$ cat src/logic/ehl_map.vh
// Register offsets, field layouts and constants of the error history log
`ifndef EHL_MAP_VH
`define EHL_MAP_VH
`define EHL_OFS_POWER_ON_COUNT       16'h3b04
`define EHL_OFS_HISTORY_CLEAR        16'h3b08
`define EHL_OFS_READ_POINTER_REWIND  16'h3b0a
`define EHL_OFS_ENTRY_CODE           16'h3c02
`define EHL_OFS_ENTRY_CLASS          16'h3c04
`define EHL_OFS_ENTRY_TIME           16'h3c06
`define EHL_OFS_ENTRY_QUALIFIER      16'h3c08
`define EHL_OFS_ENTRY_ENABLE_CYCLES  16'h3c0a
`define EHL_OFS_ENTRY_ENABLE_ELAPSED 16'h3c0c
`define EHL_OFS_ENTRY_BUS_VOLTAGE    16'h3c0e
`define EHL_OFS_ENTRY_VELOCITY       16'h3c10
`define EHL_OFS_ENTRY_MOTOR_CURRENT  16'h3c12
`define EHL_OFS_ENTRY_STAGE_TEMP     16'h3c14
`define EHL_OFS_ENTRY_DEVICE_TEMP    16'h3c16
`define EHL_DEPTH                    4'h000a
`define EHL_DEPTH_M1                 4'h0009
`define EHL_PTR_W                    4
`define EHL_ENTRY_W                  208
`define EHL_TIME_MAX                 32'h1fff_ffff
`define EHL_CLASS_MAX                16'h0004
// Entry field positions: lsb of each field in the packed entry
`define EHL_F_CODE                   0
`define EHL_F_CLASS                  16
`define EHL_F_TIME                   32
`define EHL_F_QUAL                   64
`define EHL_F_ENCYC                  80
`define EHL_F_ENTIME                 96
`define EHL_F_UDC                    112
`define EHL_F_VEL                    128
`define EHL_F_CUR                    144
`define EHL_F_TPA                    160
`define EHL_F_TDEV                   176
`define EHL_F_SPARE                  192
`define EHL_ONE                      16'h0001
`define EHL_ZERO16                   16'h0000
`endif

$ cat src/logic/ehl_error_history_log.v
// Error history log: ten-entry snapshot store with sequential readout
`timescale 1ns/10ps
`default_nettype none
`include "ehl_map.vh"
module ehl_error_history_log
(
  input  wire        clk_i,
  input  wire        reset_n_i,
  // Parameter access port
  input  wire        par_rd_i,
  input  wire        par_wr_i,
  input  wire [15:0] par_addr_i,
  input  wire [31:0] par_wdata_i,
  output reg  [31:0] par_rdata_o,
  output reg         par_ack_o,
  output reg         par_err_o,
  // Error detection event and live conditions
  input  wire        err_log_i,
  input  wire [15:0] err_code_i,
  input  wire [2:0]  err_class_i,
  input  wire [15:0] err_qual_i,
  input  wire [31:0] op_seconds_i,
  input  wire [15:0] motor_current_i,
  input  wire [15:0] bus_voltage_i,
  input  wire [15:0] velocity_i,
  input  wire [15:0] stage_temp_i,
  input  wire [15:0] device_temp_i,
  input  wire [15:0] enable_cycles_i,
  input  wire [15:0] enable_elapsed_i,
  input  wire [31:0] power_on_count_i
);

  localparam ST_IDLE  = 1'b0;
  localparam ST_CLEAR = 1'b1;

  // Entry rows and fill count keep their value over reset
  reg  [`EHL_ENTRY_W-1:0] mem [0:9];
  reg  [`EHL_PTR_W-1:0]   count_reg;
  reg  [`EHL_PTR_W-1:0]   count_next;
  // Sequential readout
  reg  [`EHL_ENTRY_W-1:0] hold_reg;
  reg  [`EHL_ENTRY_W-1:0] hold_next;
  reg  [`EHL_PTR_W-1:0]   rptr_reg;
  reg  [`EHL_PTR_W-1:0]   rptr_next;
  // Clear sequence
  reg  [`EHL_PTR_W-1:0]   clr_idx_reg;
  reg  [`EHL_PTR_W-1:0]   clr_idx_next;
  reg                     state_reg;
  reg                     state_next;
  // Live power-on count
  reg  [31:0]             pwr_reg;
  // Snapshot and per-row next values
  reg  [`EHL_ENTRY_W-1:0] snap;
  wire [`EHL_ENTRY_W-1:0] row_next [0:9];
  wire [9:0]              row_clr;
  wire [9:0]              row_app;
  // Saturated snapshot fields
  wire [15:0]             class_sat;
  wire [31:0]             time_sat;
  // Decoded requests and status
  wire                    idle;
  wire                    full;
  wire                    has_entry;
  wire                    log_en;
  wire                    rd_code;
  wire                    wr_clear;
  wire                    wr_rewind;
  integer                 i;
  genvar                  j;

  // Zero-extended 16-bit field of a packed entry
  function [31:0] fld16;
    input [`EHL_ENTRY_W-1:0] e;
    input integer            lsb;
    begin
      fld16 = {16'h0000, e[lsb +: 16]};
    end
  endfunction

  // Offset match shared by all request decodes
  function addr_hit;
    input [15:0] addr;
    input [15:0] ofs;
    begin
      addr_hit = (addr == ofs);
    end
  endfunction

  // Offsets that accept a write
  function ofs_writable;
    input [15:0] addr;
    begin
      ofs_writable = addr_hit(addr, `EHL_OFS_HISTORY_CLEAR)
                     || addr_hit(addr, `EHL_OFS_READ_POINTER_REWIND);
    end
  endfunction

  // Control value one in the low half of the write data
  function is_one;
    input [31:0] wdata;
    begin
      is_one = (wdata[15:0] == `EHL_ONE);
    end
  endfunction

  assign idle      = (state_reg == ST_IDLE);
  assign full      = (count_reg == `EHL_DEPTH);
  assign has_entry = idle && (rptr_reg < count_reg);
  assign log_en    = err_log_i && idle && !wr_clear;
  assign rd_code   = par_rd_i
                     && addr_hit(par_addr_i, `EHL_OFS_ENTRY_CODE);
  assign wr_clear  = par_wr_i
                     && addr_hit(par_addr_i, `EHL_OFS_HISTORY_CLEAR)
                     && is_one(par_wdata_i);
  assign wr_rewind = par_wr_i
                     && addr_hit(par_addr_i, `EHL_OFS_READ_POINTER_REWIND)
                     && is_one(par_wdata_i);

  // Class and time saturate before entering the snapshot
  assign class_sat = (err_class_i > 3'h4) ? `EHL_CLASS_MAX
                     : {13'h0000, err_class_i};
  assign time_sat  = (op_seconds_i > `EHL_TIME_MAX) ? `EHL_TIME_MAX
                     : op_seconds_i;

  // Snapshot of live conditions at the detection edge
  always @*
  begin
    snap = {`EHL_ENTRY_W{1'b0}};
    snap[`EHL_F_CODE   +: 16] = err_code_i;
    snap[`EHL_F_CLASS  +: 16] = class_sat;
    snap[`EHL_F_TIME   +: 32] = time_sat;
    snap[`EHL_F_QUAL   +: 16] = err_qual_i;
    snap[`EHL_F_ENCYC  +: 16] = enable_cycles_i;
    snap[`EHL_F_ENTIME +: 16] = enable_elapsed_i;
    snap[`EHL_F_UDC    +: 16] = bus_voltage_i;
    snap[`EHL_F_VEL    +: 16] = velocity_i;
    snap[`EHL_F_CUR    +: 16] = motor_current_i;
    snap[`EHL_F_TPA    +: 16] = stage_temp_i;
    snap[`EHL_F_TDEV   +: 16] = device_temp_i;
  end

  // Next content of each row: clear, shift out oldest, or append
  generate
    for (j = 0; j < 10; j = j + 1)
    begin : g_row
      assign row_clr[j] = !idle
                          && ({28'h000_0000, clr_idx_reg} == j);
      assign row_app[j] = log_en
                          && ({28'h000_0000, count_reg} == j);
      if (j == 9)
      begin : g_last
        // Newest row takes the snapshot when full
        assign row_next[j] =
          row_clr[j] ? {`EHL_ENTRY_W{1'b0}} :
          (row_app[j] || (log_en && full)) ? snap :
          mem[j];
      end
      else
      begin : g_mid
        // Lower rows move down one place when full
        assign row_next[j] =
          row_clr[j] ? {`EHL_ENTRY_W{1'b0}} :
          (log_en && full) ? mem[j+1] :
          row_app[j] ? snap :
          mem[j];
      end
    end
  endgenerate

  // Rows and count have no reset, like non-volatile storage
  always @(posedge clk_i)
  begin
    for (i = 0; i < 10; i = i + 1)
      mem[i] <= row_next[i];
    count_reg <= count_next;
  end

  // Next count, pointer, holding buffer and clear step
  always @*
  begin
    count_next   = count_reg;
    rptr_next    = rptr_reg;
    hold_next    = hold_reg;
    clr_idx_next = clr_idx_reg;
    state_next   = state_reg;
    case (state_reg)
      ST_IDLE:
      begin
        if (wr_clear)
        begin
          state_next   = ST_CLEAR;
          clr_idx_next = 4'h0;
        end
        else
        begin
          if (log_en && !full)
            count_next = count_reg + 4'h1;
          if (wr_rewind)
            rptr_next = 4'h0;
          else if (rd_code)
          begin
            if (has_entry)
            begin
              hold_next = mem[rptr_reg];
              rptr_next = rptr_reg + 4'h1;
            end
            else
              hold_next = {`EHL_ENTRY_W{1'b0}};
          end
        end
      end
      ST_CLEAR:
      begin
        if (clr_idx_reg == `EHL_DEPTH_M1)
        begin
          state_next = ST_IDLE;
          count_next = 4'h0;
          rptr_next  = 4'h0;
          hold_next  = {`EHL_ENTRY_W{1'b0}};
        end
        else
          clr_idx_next = clr_idx_reg + 4'h1;
      end
      default:
        state_next = ST_IDLE;
    endcase
  end

  // Readout and clear registers, reset to a rewound view

  // Read pointer
  always @(posedge clk_i or negedge reset_n_i)
  begin
    if (!reset_n_i)
    begin
      rptr_reg <= 4'h0;
    end
    else
    begin
      rptr_reg <= rptr_next;
    end
  end

  // Clear step index
  always @(posedge clk_i or negedge reset_n_i)
  begin
    if (!reset_n_i)
    begin
      clr_idx_reg <= 4'h0;
    end
    else
    begin
      clr_idx_reg <= clr_idx_next;
    end
  end

  // Clear state
  always @(posedge clk_i or negedge reset_n_i)
  begin
    if (!reset_n_i)
    begin
      state_reg <= ST_IDLE;
    end
    else
    begin
      state_reg <= state_next;
    end
  end

  // Holding buffer
  always @(posedge clk_i or negedge reset_n_i)
  begin
    if (!reset_n_i)
    begin
      hold_reg <= {`EHL_ENTRY_W{1'b0}};
    end
    else
    begin
      hold_reg <= hold_next;
    end
  end

  // Power-on count
  always @(posedge clk_i or negedge reset_n_i)
  begin
    if (!reset_n_i)
    begin
      pwr_reg <= 32'h0000_0000;
    end
    else
    begin
      pwr_reg <= power_on_count_i;
    end
  end

  // Read data and acknowledge, one cycle after the request
  always @(posedge clk_i or negedge reset_n_i)
  begin
    if (!reset_n_i)
    begin
      par_rdata_o <= 32'h0000_0000;
      par_ack_o   <= 1'b0;
      par_err_o   <= 1'b0;
    end
    else
    begin
      par_ack_o   <= par_rd_i | par_wr_i;
      par_err_o   <= 1'b0;
      par_rdata_o <= 32'h0000_0000;
      if (par_rd_i)
      begin
        case (par_addr_i)
          `EHL_OFS_POWER_ON_COUNT:
            par_rdata_o <= pwr_reg;
          `EHL_OFS_HISTORY_CLEAR:
            par_rdata_o <= {31'h0000_0000, state_reg};
          `EHL_OFS_READ_POINTER_REWIND:
            par_rdata_o <= 32'h0000_0000;
          `EHL_OFS_ENTRY_CODE:
            par_rdata_o <= has_entry
                           ? fld16(mem[rptr_reg], `EHL_F_CODE)
                           : 32'h0000_0000;
          `EHL_OFS_ENTRY_CLASS:
            par_rdata_o <= fld16(hold_reg, `EHL_F_CLASS);
          `EHL_OFS_ENTRY_TIME:
            par_rdata_o <= hold_reg[`EHL_F_TIME +: 32];
          `EHL_OFS_ENTRY_QUALIFIER:
            par_rdata_o <= fld16(hold_reg, `EHL_F_QUAL);
          `EHL_OFS_ENTRY_ENABLE_CYCLES:
            par_rdata_o <= fld16(hold_reg, `EHL_F_ENCYC);
          `EHL_OFS_ENTRY_ENABLE_ELAPSED:
            par_rdata_o <= fld16(hold_reg, `EHL_F_ENTIME);
          `EHL_OFS_ENTRY_BUS_VOLTAGE:
            par_rdata_o <= fld16(hold_reg, `EHL_F_UDC);
          `EHL_OFS_ENTRY_VELOCITY:
            par_rdata_o <= fld16(hold_reg, `EHL_F_VEL);
          `EHL_OFS_ENTRY_MOTOR_CURRENT:
            par_rdata_o <= fld16(hold_reg, `EHL_F_CUR);
          `EHL_OFS_ENTRY_STAGE_TEMP:
            par_rdata_o <= fld16(hold_reg, `EHL_F_TPA);
          `EHL_OFS_ENTRY_DEVICE_TEMP:
            par_rdata_o <= fld16(hold_reg, `EHL_F_TDEV);
          default:
            par_err_o <= 1'b1;
        endcase
      end
      else if (par_wr_i)
      begin
        if (!ofs_writable(par_addr_i))
          par_err_o <= 1'b1;
      end
    end
  end

endmodule
`default_nettype wire

$ cat config.mk
export PLATFORM = sky130hd
export DESIGN_NAME = ehl_error_history_log
export DESIGN_NICKNAME = d
export VERILOG_FILES = /design/src/logic/ehl_error_history_log.v
export VERILOG_INCLUDE_DIRS = /design/src /design/src/logic
export SDC_FILE = /design/constraint.sdc
export NUM_CORES = 2
export LEC_CHECK = 0
export BUFFER_PORTS_ARGS = -buffer_cell sky130_fd_sc_hd__buf_4
export CORE_MARGIN = 4
export CORE_UTILIZATION = 40
export DETAILED_ROUTE_END_ITERATION = 8
export PLACE_DENSITY = 0.59
export SYNTH_ARGS = -nofsm -noshare
export SYNTH_HDL_FRONTEND = slang
export SYNTH_SLANG_ARGS = --single-unit
$ cat constraint.sdc
create_clock -name clk_i -period 5.6 [get_ports clk_i]
set_input_delay 0.28 -clock clk_i [delete_from_list [all_inputs] [get_ports clk_i]]
set_output_delay 0.28 -clock clk_i [all_outputs]
set_load 0.005 [all_outputs]
# --- Word-level counts from Yosys, hierarchy flattened ---
# Memories as Yosys holds them, arrays and structs flattened.
# Cells that the tools add are included.
word_totals:
  memories: 1
  out_inout_bits: 34
  input_bits: 264
  ram_bits: 2080
  ff_bits: 271
classes:
  magnitude_cmp: 3
  mux: 59
  reduce_logical: 41
  n_addsub: 3
  bitwise: 2
  eq_ne: 44
memory_table:
  columns: ["name", "depth", "width", "rd", "rd_ports_with_merged_regs", "write_ports", "line", "text"]
  rows:
  - ["mem", 10, 208, 10, 0, 10, "ehl_error_history_log.v:37", "reg [`EHL_ENTRY_W-1:0] mem [0:9];"]
op_table:
  columns: ["op", "n"]
  rows:
  - ["2-to-1 mux 208 bit", 29]
  - ["2-to-1 mux 192 bit", 5]
  - ["case mux 32 bit (13 select lines)", 1]
  - ["case mux 192 bit (2 select lines)", 1]
  - ["== test 16 x 14 -> 1 bit (second input constant)", 14]
  - ["2-to-1 mux 32 bit", 2]
  - ["2-to-1 mux 4 bit", 9]
  - ["== test 4 x 3 -> 1 bit (second input constant)", 8]
  - ["greater-than comparator 32 x 29 -> 1 bit (second input constant)", 1]
  - ["logical AND 1 bit", 30]
  - ["case mux 4 bit (2 select lines)", 3]
  - ["== test 4 bit (second input constant)", 5]
  - ["== test 16 x 1 -> 1 bit (second input constant)", 1]
  - ["== test 4 x 2 -> 1 bit (second input constant)", 4]
  - ["2-to-1 mux 16 bit", 1]
  - ["OR reduction 14 bit", 1]
  - ["adder 4 x 1 -> 4 bit (second input constant)", 3]
  - ["== test 4 x 1 -> 1 bit (second input constant)", 2]
  - ["logical NOT 4 bit", 2]
  - ["!= test 2 x 1 -> 1 bit (second input constant)", 4]
  - ["AND reduction 4 bit", 2]
  - ["2-to-1 mux 1 bit", 6]
  - ["!= test 2 bit (second input constant)", 3]
  - ["!= test 3 x 1 -> 1 bit (second input constant)", 2]
  - ["11 further kinds", 13]

# --- Longest topological paths before layout ---
logic_depth:
  word_depth: 9
  mapped_depth: 11
  depth_no_buf: 8

# --- Worst setup path before layout ---
# OpenSTA, ideal clock, no wires.
synth_timing:
  path_kind: "register -> register"
  from: "reg clr_idx_reg[2]"
  to: "mem mem[0][0] (netlist bit) (enable)"
  stages_incl_launch_ff: 8
  t_arrival_ns: 5.457
  path_slack_ns: -0.408
  path_cell_list: "dfrtp_1 > clkbuf_1 > nor2_1 > and3_1 > clkbuf_1 > clkbuf_1 > clkbuf_1 > a41o_1"
synth_lines:
  columns: ["item", "line", "text"]
  rows:
  - ["start, declared", "ehl_error_history_log.v:46", "reg [`EHL_PTR_W-1:0] clr_idx_reg;"]
  - ["start signal, assigned", "ehl_error_history_log.v:253", "clr_idx_reg <= clr_idx_next;"]
  - ["end, declared", "ehl_error_history_log.v:37", null]

# --- Worst setup path after layout ---
layout_timing:
  from: "reg count_reg[2]"
  to: "reg hold_reg[86]"
layout_between:
  elab_chain_cells: 7
layout_lines:
  columns: ["item", "line", "text"]
  rows:
  - ["start, declared", "ehl_error_history_log.v:38", "reg [`EHL_PTR_W-1:0] count_reg;"]
  - ["start signal, assigned", "ehl_error_history_log.v:175", "count_reg <= count_next;"]
  - ["< comparator 4 bit", "ehl_error_history_log.v:108", "assign has_entry = idle && (rptr_reg < count_reg);"]
  - ["logical AND 1 bit", "ehl_error_history_log.v:108", null]
  - ["2-to-1 mux 192 bit", "ehl_error_history_log.v:202", "if (has_entry)"]
  - ["2-to-1 mux 192 bit", "ehl_error_history_log.v:200", "else if (rd_code)"]
  - ["2-to-1 mux 192 bit", "ehl_error_history_log.v:198", "if (wr_rewind)"]
  - ["2-to-1 mux 192 bit", "ehl_error_history_log.v:189", "if (wr_clear)"]
  - ["case mux 192 bit (2 select lines)", "ehl_error_history_log.v:186", "case (state_reg)"]
  - ["end signal, assigned", "ehl_error_history_log.v:275", "hold_reg <= {`EHL_ENTRY_W{1'b0}};"]
  - ["end signal, assigned", "ehl_error_history_log.v:279", "hold_reg <= hold_next;"]
  - ["end, declared", "ehl_error_history_log.v:41", "reg [`EHL_ENTRY_W-1:0] hold_reg;"]
# Every way passes these cells. The select of a mux whose other input is x is not followed.
# A chain may end at the register's enable or synchronous reset.

==> flow_summary.ini <==
[final_layout]
nets = 10300
drive_gt1_frac = 0.121
final_util = 0.462
largest_reg_flops = 1790
syn2layout_area_growth_pct = 14.4

[logic_synthesis]
syn_inst = 10200
synthArstFlopShare = 0.117
synth-seq-cells = 2032
ys_warn_count = 0
synth_top_flop_cell = dfxtp_1
avgSynthCellArea_um2 = 9.05
synth_edf_count = 183
synth_cell_types = 76
syn-num-nets = 10500
synth-seq-area-share = 0.474
syn_area_um2 = 92200

[sta]
slew_headroom = 0.139
fin_setup_tns_ps = 0
rsz0062_at_grt = false
fin_skew_ps = 31.5
period_needed_ps = 4220
report.final.slew_viol_count = 0
period_share = 0.754
fmax_ghz = 0.237
finalSetupViolCount = 0
hold_viol_final = 0
worst_pin_slew_ps = 1290

[placed_design]
numPortBuffers = 281
place.gp.congestion = 0.876
hpwl_um = 193000

[detailed_routing]
ant_nets = 0
drc = 0
routedWlPerCell_um = 27.0
vias = 85300
wl_um = 358000
drtPass1Iterations = 6
via_per_inst = 6.44
drtIter0Drc = 10400

[worst_setup_path]
cp_slowest_stage_delay_ps = 880
worst_setup_path_start_kind = flip-flop
critPathSlowestCell = a2111oi_0
cp.required_ps = 6390
critPathTopFamily = compound AO/OA/AOI/OAI gates
r2r-start = count_reg[2]$_SDFFCE_PP0P_
worstPathCellList = clkinv_1 > ha_1 > a2111oi_0 > o2111a_1 > and2_4 > buf_4 > a22o_1
crit_path_max_fanout = 73
worst-setup-path-type = reg -> reg
critPathCaptureType = flip-flop
worstPathArrival_ps = 5010
crit_path_start = count_reg[2]$_SDFFCE_PP0P_
path_buf_inv = 2

[pwr]
vdd_drop_max_mv = 0.351
netSwitchingFraction = 0.306
power.internal_mw = 33.8
combPwrFrac = 0.195
power_frac_clock = 0.301
p_sw_mw = 14.9
p_leak_nw = 37.4
power_density_nw_per_um2 = 462
pwr-share-seq = 0.504

[grt]
grt_max_degree = 210
grtUsageTotal = 0.289
overflow = 0
grt_pass1_wl_um = 528000
grt_pass1_vias = 80500
antenna_found_initial = 57

[die]
ios = 298
die-area_um2 = 238000
initial_core_util = 0.404
chipHeight_um = 488
core_um2 = 228000
die_w_um = 488
rows = 175

[job]
maxCapViolCount = 0

[clock_network]
clk_pin_slew_ps = 70
cts.path.max_buffers = 3
cts-root-buf = clkbuf_16
htree_levels = 4
cts_tree = built
cts-buffers-inserted = 211
cts.sinks = 2032
cts_setup_buffers = 0
clock_latency_ps = 860

[hold_path]
hold_path_class = in -> async

[status]
outcome = finished, final reports clean
==> repair_timing <==
| item | in CTS | in global routing |
|---|---|---|
| endpoints found under the hold margin | 1698 | 0 |
| hold buffers | 215 | 0 |
| setup endpoints to repair | 0 | 0 |
| gates resized for setup | 0 | 0 |
==> cells in the final DEF (no fill, tap or decap), drive strengths merged, types with 17 or more instances in the layout <==
| cell type | n |
|---|---|
| a22o | 165 |
| a31oi | 1055 |
| dfxtp | 1611 |
| mux2 | 17 |
| buf | 435 |
| a211oi | 196 |
| a22oi | 34 |
| diode | 34 |
| a21oi | 664 |
| inv | 23 |
| clkbuf | 319 |
| nor2 | 281 |
| clkinv | 54 |
| mux2i | 217 |
| nand2 | 1922 |
| dlygate4sd3 | 215 |
| o21ai | 1539 |
| a32o | 25 |
| nand3 | 119 |
| nor2b | 177 |
| mux4 | 342 |
| dfrtp | 238 |
| o31ai | 31 |
| edfxtp | 183 |
| a311oi | 146 |
==> worst register-to-register path, delay by kind of cell (launching register included) <==
kind | cells | cell delay, ps
buffers and inverters | 2 | 900
adders and majority gates | 1 | 330
AOI/OAI and AO/OA | 3 | 1510
and+or+nand+nor | 1 | 860
DFF | 1 | 550
==> through the flow <==
stage	cells	total power, mW	setup slack (ps)	instance area [um^2]	hold slack, ps
4_1_cts	13200	48.7	1500	105000	1.09
3_5_place_dp	12600	33.9	1530	96100	370
3_3_place_gp	12600	33.1	1600	96100	365
2_1_floorplan	10200	30.9	1560	92200	-15.6
6_report	13300	48.8	1380	106000	43.6
5_1_grt	13200	51.4	1330	105000	46.9
==> area by class of cell <==
type | instances | area, um^2
timing repair buffer | 650 | 6150
inverter | 13 | 48.8
sequential | 2032 | 43700
multi-input combinational | 7117 | 44600
tap | 3009 | 3760
antenna | 34 | 85.1
clock buffer | 319 | 6310
clock inverter | 81 | 856
fill | 21300 | 123000
==> synth_stat cells, drive strengths merged, types with 7 or more instances <==
cell	number	area share
a311oi	146	0.014
a221oi	7	0.00066
a22oi	34	0.0028
a21oi	664	0.036
and4	12	0.0011
nand2	1922	0.081
clkbuf	826	0.034
a22o	165	0.016
nor2	281	0.011
a32o	25	0.0027
mux2	17	0.0021
edfxtp	183	0.060
dfrtp	238	0.065
nor2b	177	0.012
mux4	342	0.084
o21ai	1539	0.084
dfxtp	1611	0.35
o31ai	31	0.0025
and3	12	0.00081
a32oi	9	0.00085
nand2b	10	0.00068
nand4	12	0.00088
nand3	119	0.0066
o22ai	13	0.00088
inv	12	0.00049
buf	202	0.011
o221ai	12	0.0011
nor3	14	0.0010
mux2i	217	0.024
a211oi	196	0.016
a31oi	1055	0.072
ha	12	0.0016
a41oi	11	0.0010
==> final timing paths <==
path / endpoint / cells after the start / slack (ps)
max: hold_reg[86]$_DFFE_PN0P_ / 7 / 1380
min: hold_reg[54]$_DFFE_PN0P_ / 2 / 40
max reg2reg: hold_reg[86]$_DFFE_PN0P_ / 7 / 1380
min reg2reg: mem[4][120]$_SDFFE_PP0P_ / 2 / 470
max in group asynchronous: hold_reg[140]$_DFFE_PN0P_ / 3 / 4070
min in group clk_i: mem[9][16]$_SDFFE_PP0P_ / 4 / 50
==> cells by family (layout without fill, tap and decap cells) <==
logic type                 count (synthesis)  count (layout)  share of synthesized area
DFF                                     2032            2032                      0.474
AOI/OAI and AO/OA                       3935            3935                      0.252
buffers and inverters                   1041            1063                     0.0451
xor gates and xnor gates                   3               3                   0.000285
adders and majority gates                 12              12                    0.00163
and+or+nand+nor                         2591            2591                      0.118
muxes                                    576             576                      0.109
other                                      0              34                          0
==> power by group through the flow <==
stage                     clock network [mW]  logic (mW)  registers (mW)
after floorplan                            0        7.48            23.5
after global placement                     0        8.82            24.3
after detailed placement                   0        9.24            24.7
after CTS                               14.8        9.42            24.4
after global routing                    15.4        10.7            25.3
final                                   14.7        9.51            24.6
==> metal layers <==
layer	vias up	routed length (um)	GRT usage
met2	5095	154000	0.434
met3	882	40500	0.0681
met1	41900	144000	0.394
met4	30	18400	0.136
li1	37400	-	-
met5	-	195	0
No activity file was read; power rests on OpenSTA's default activity.
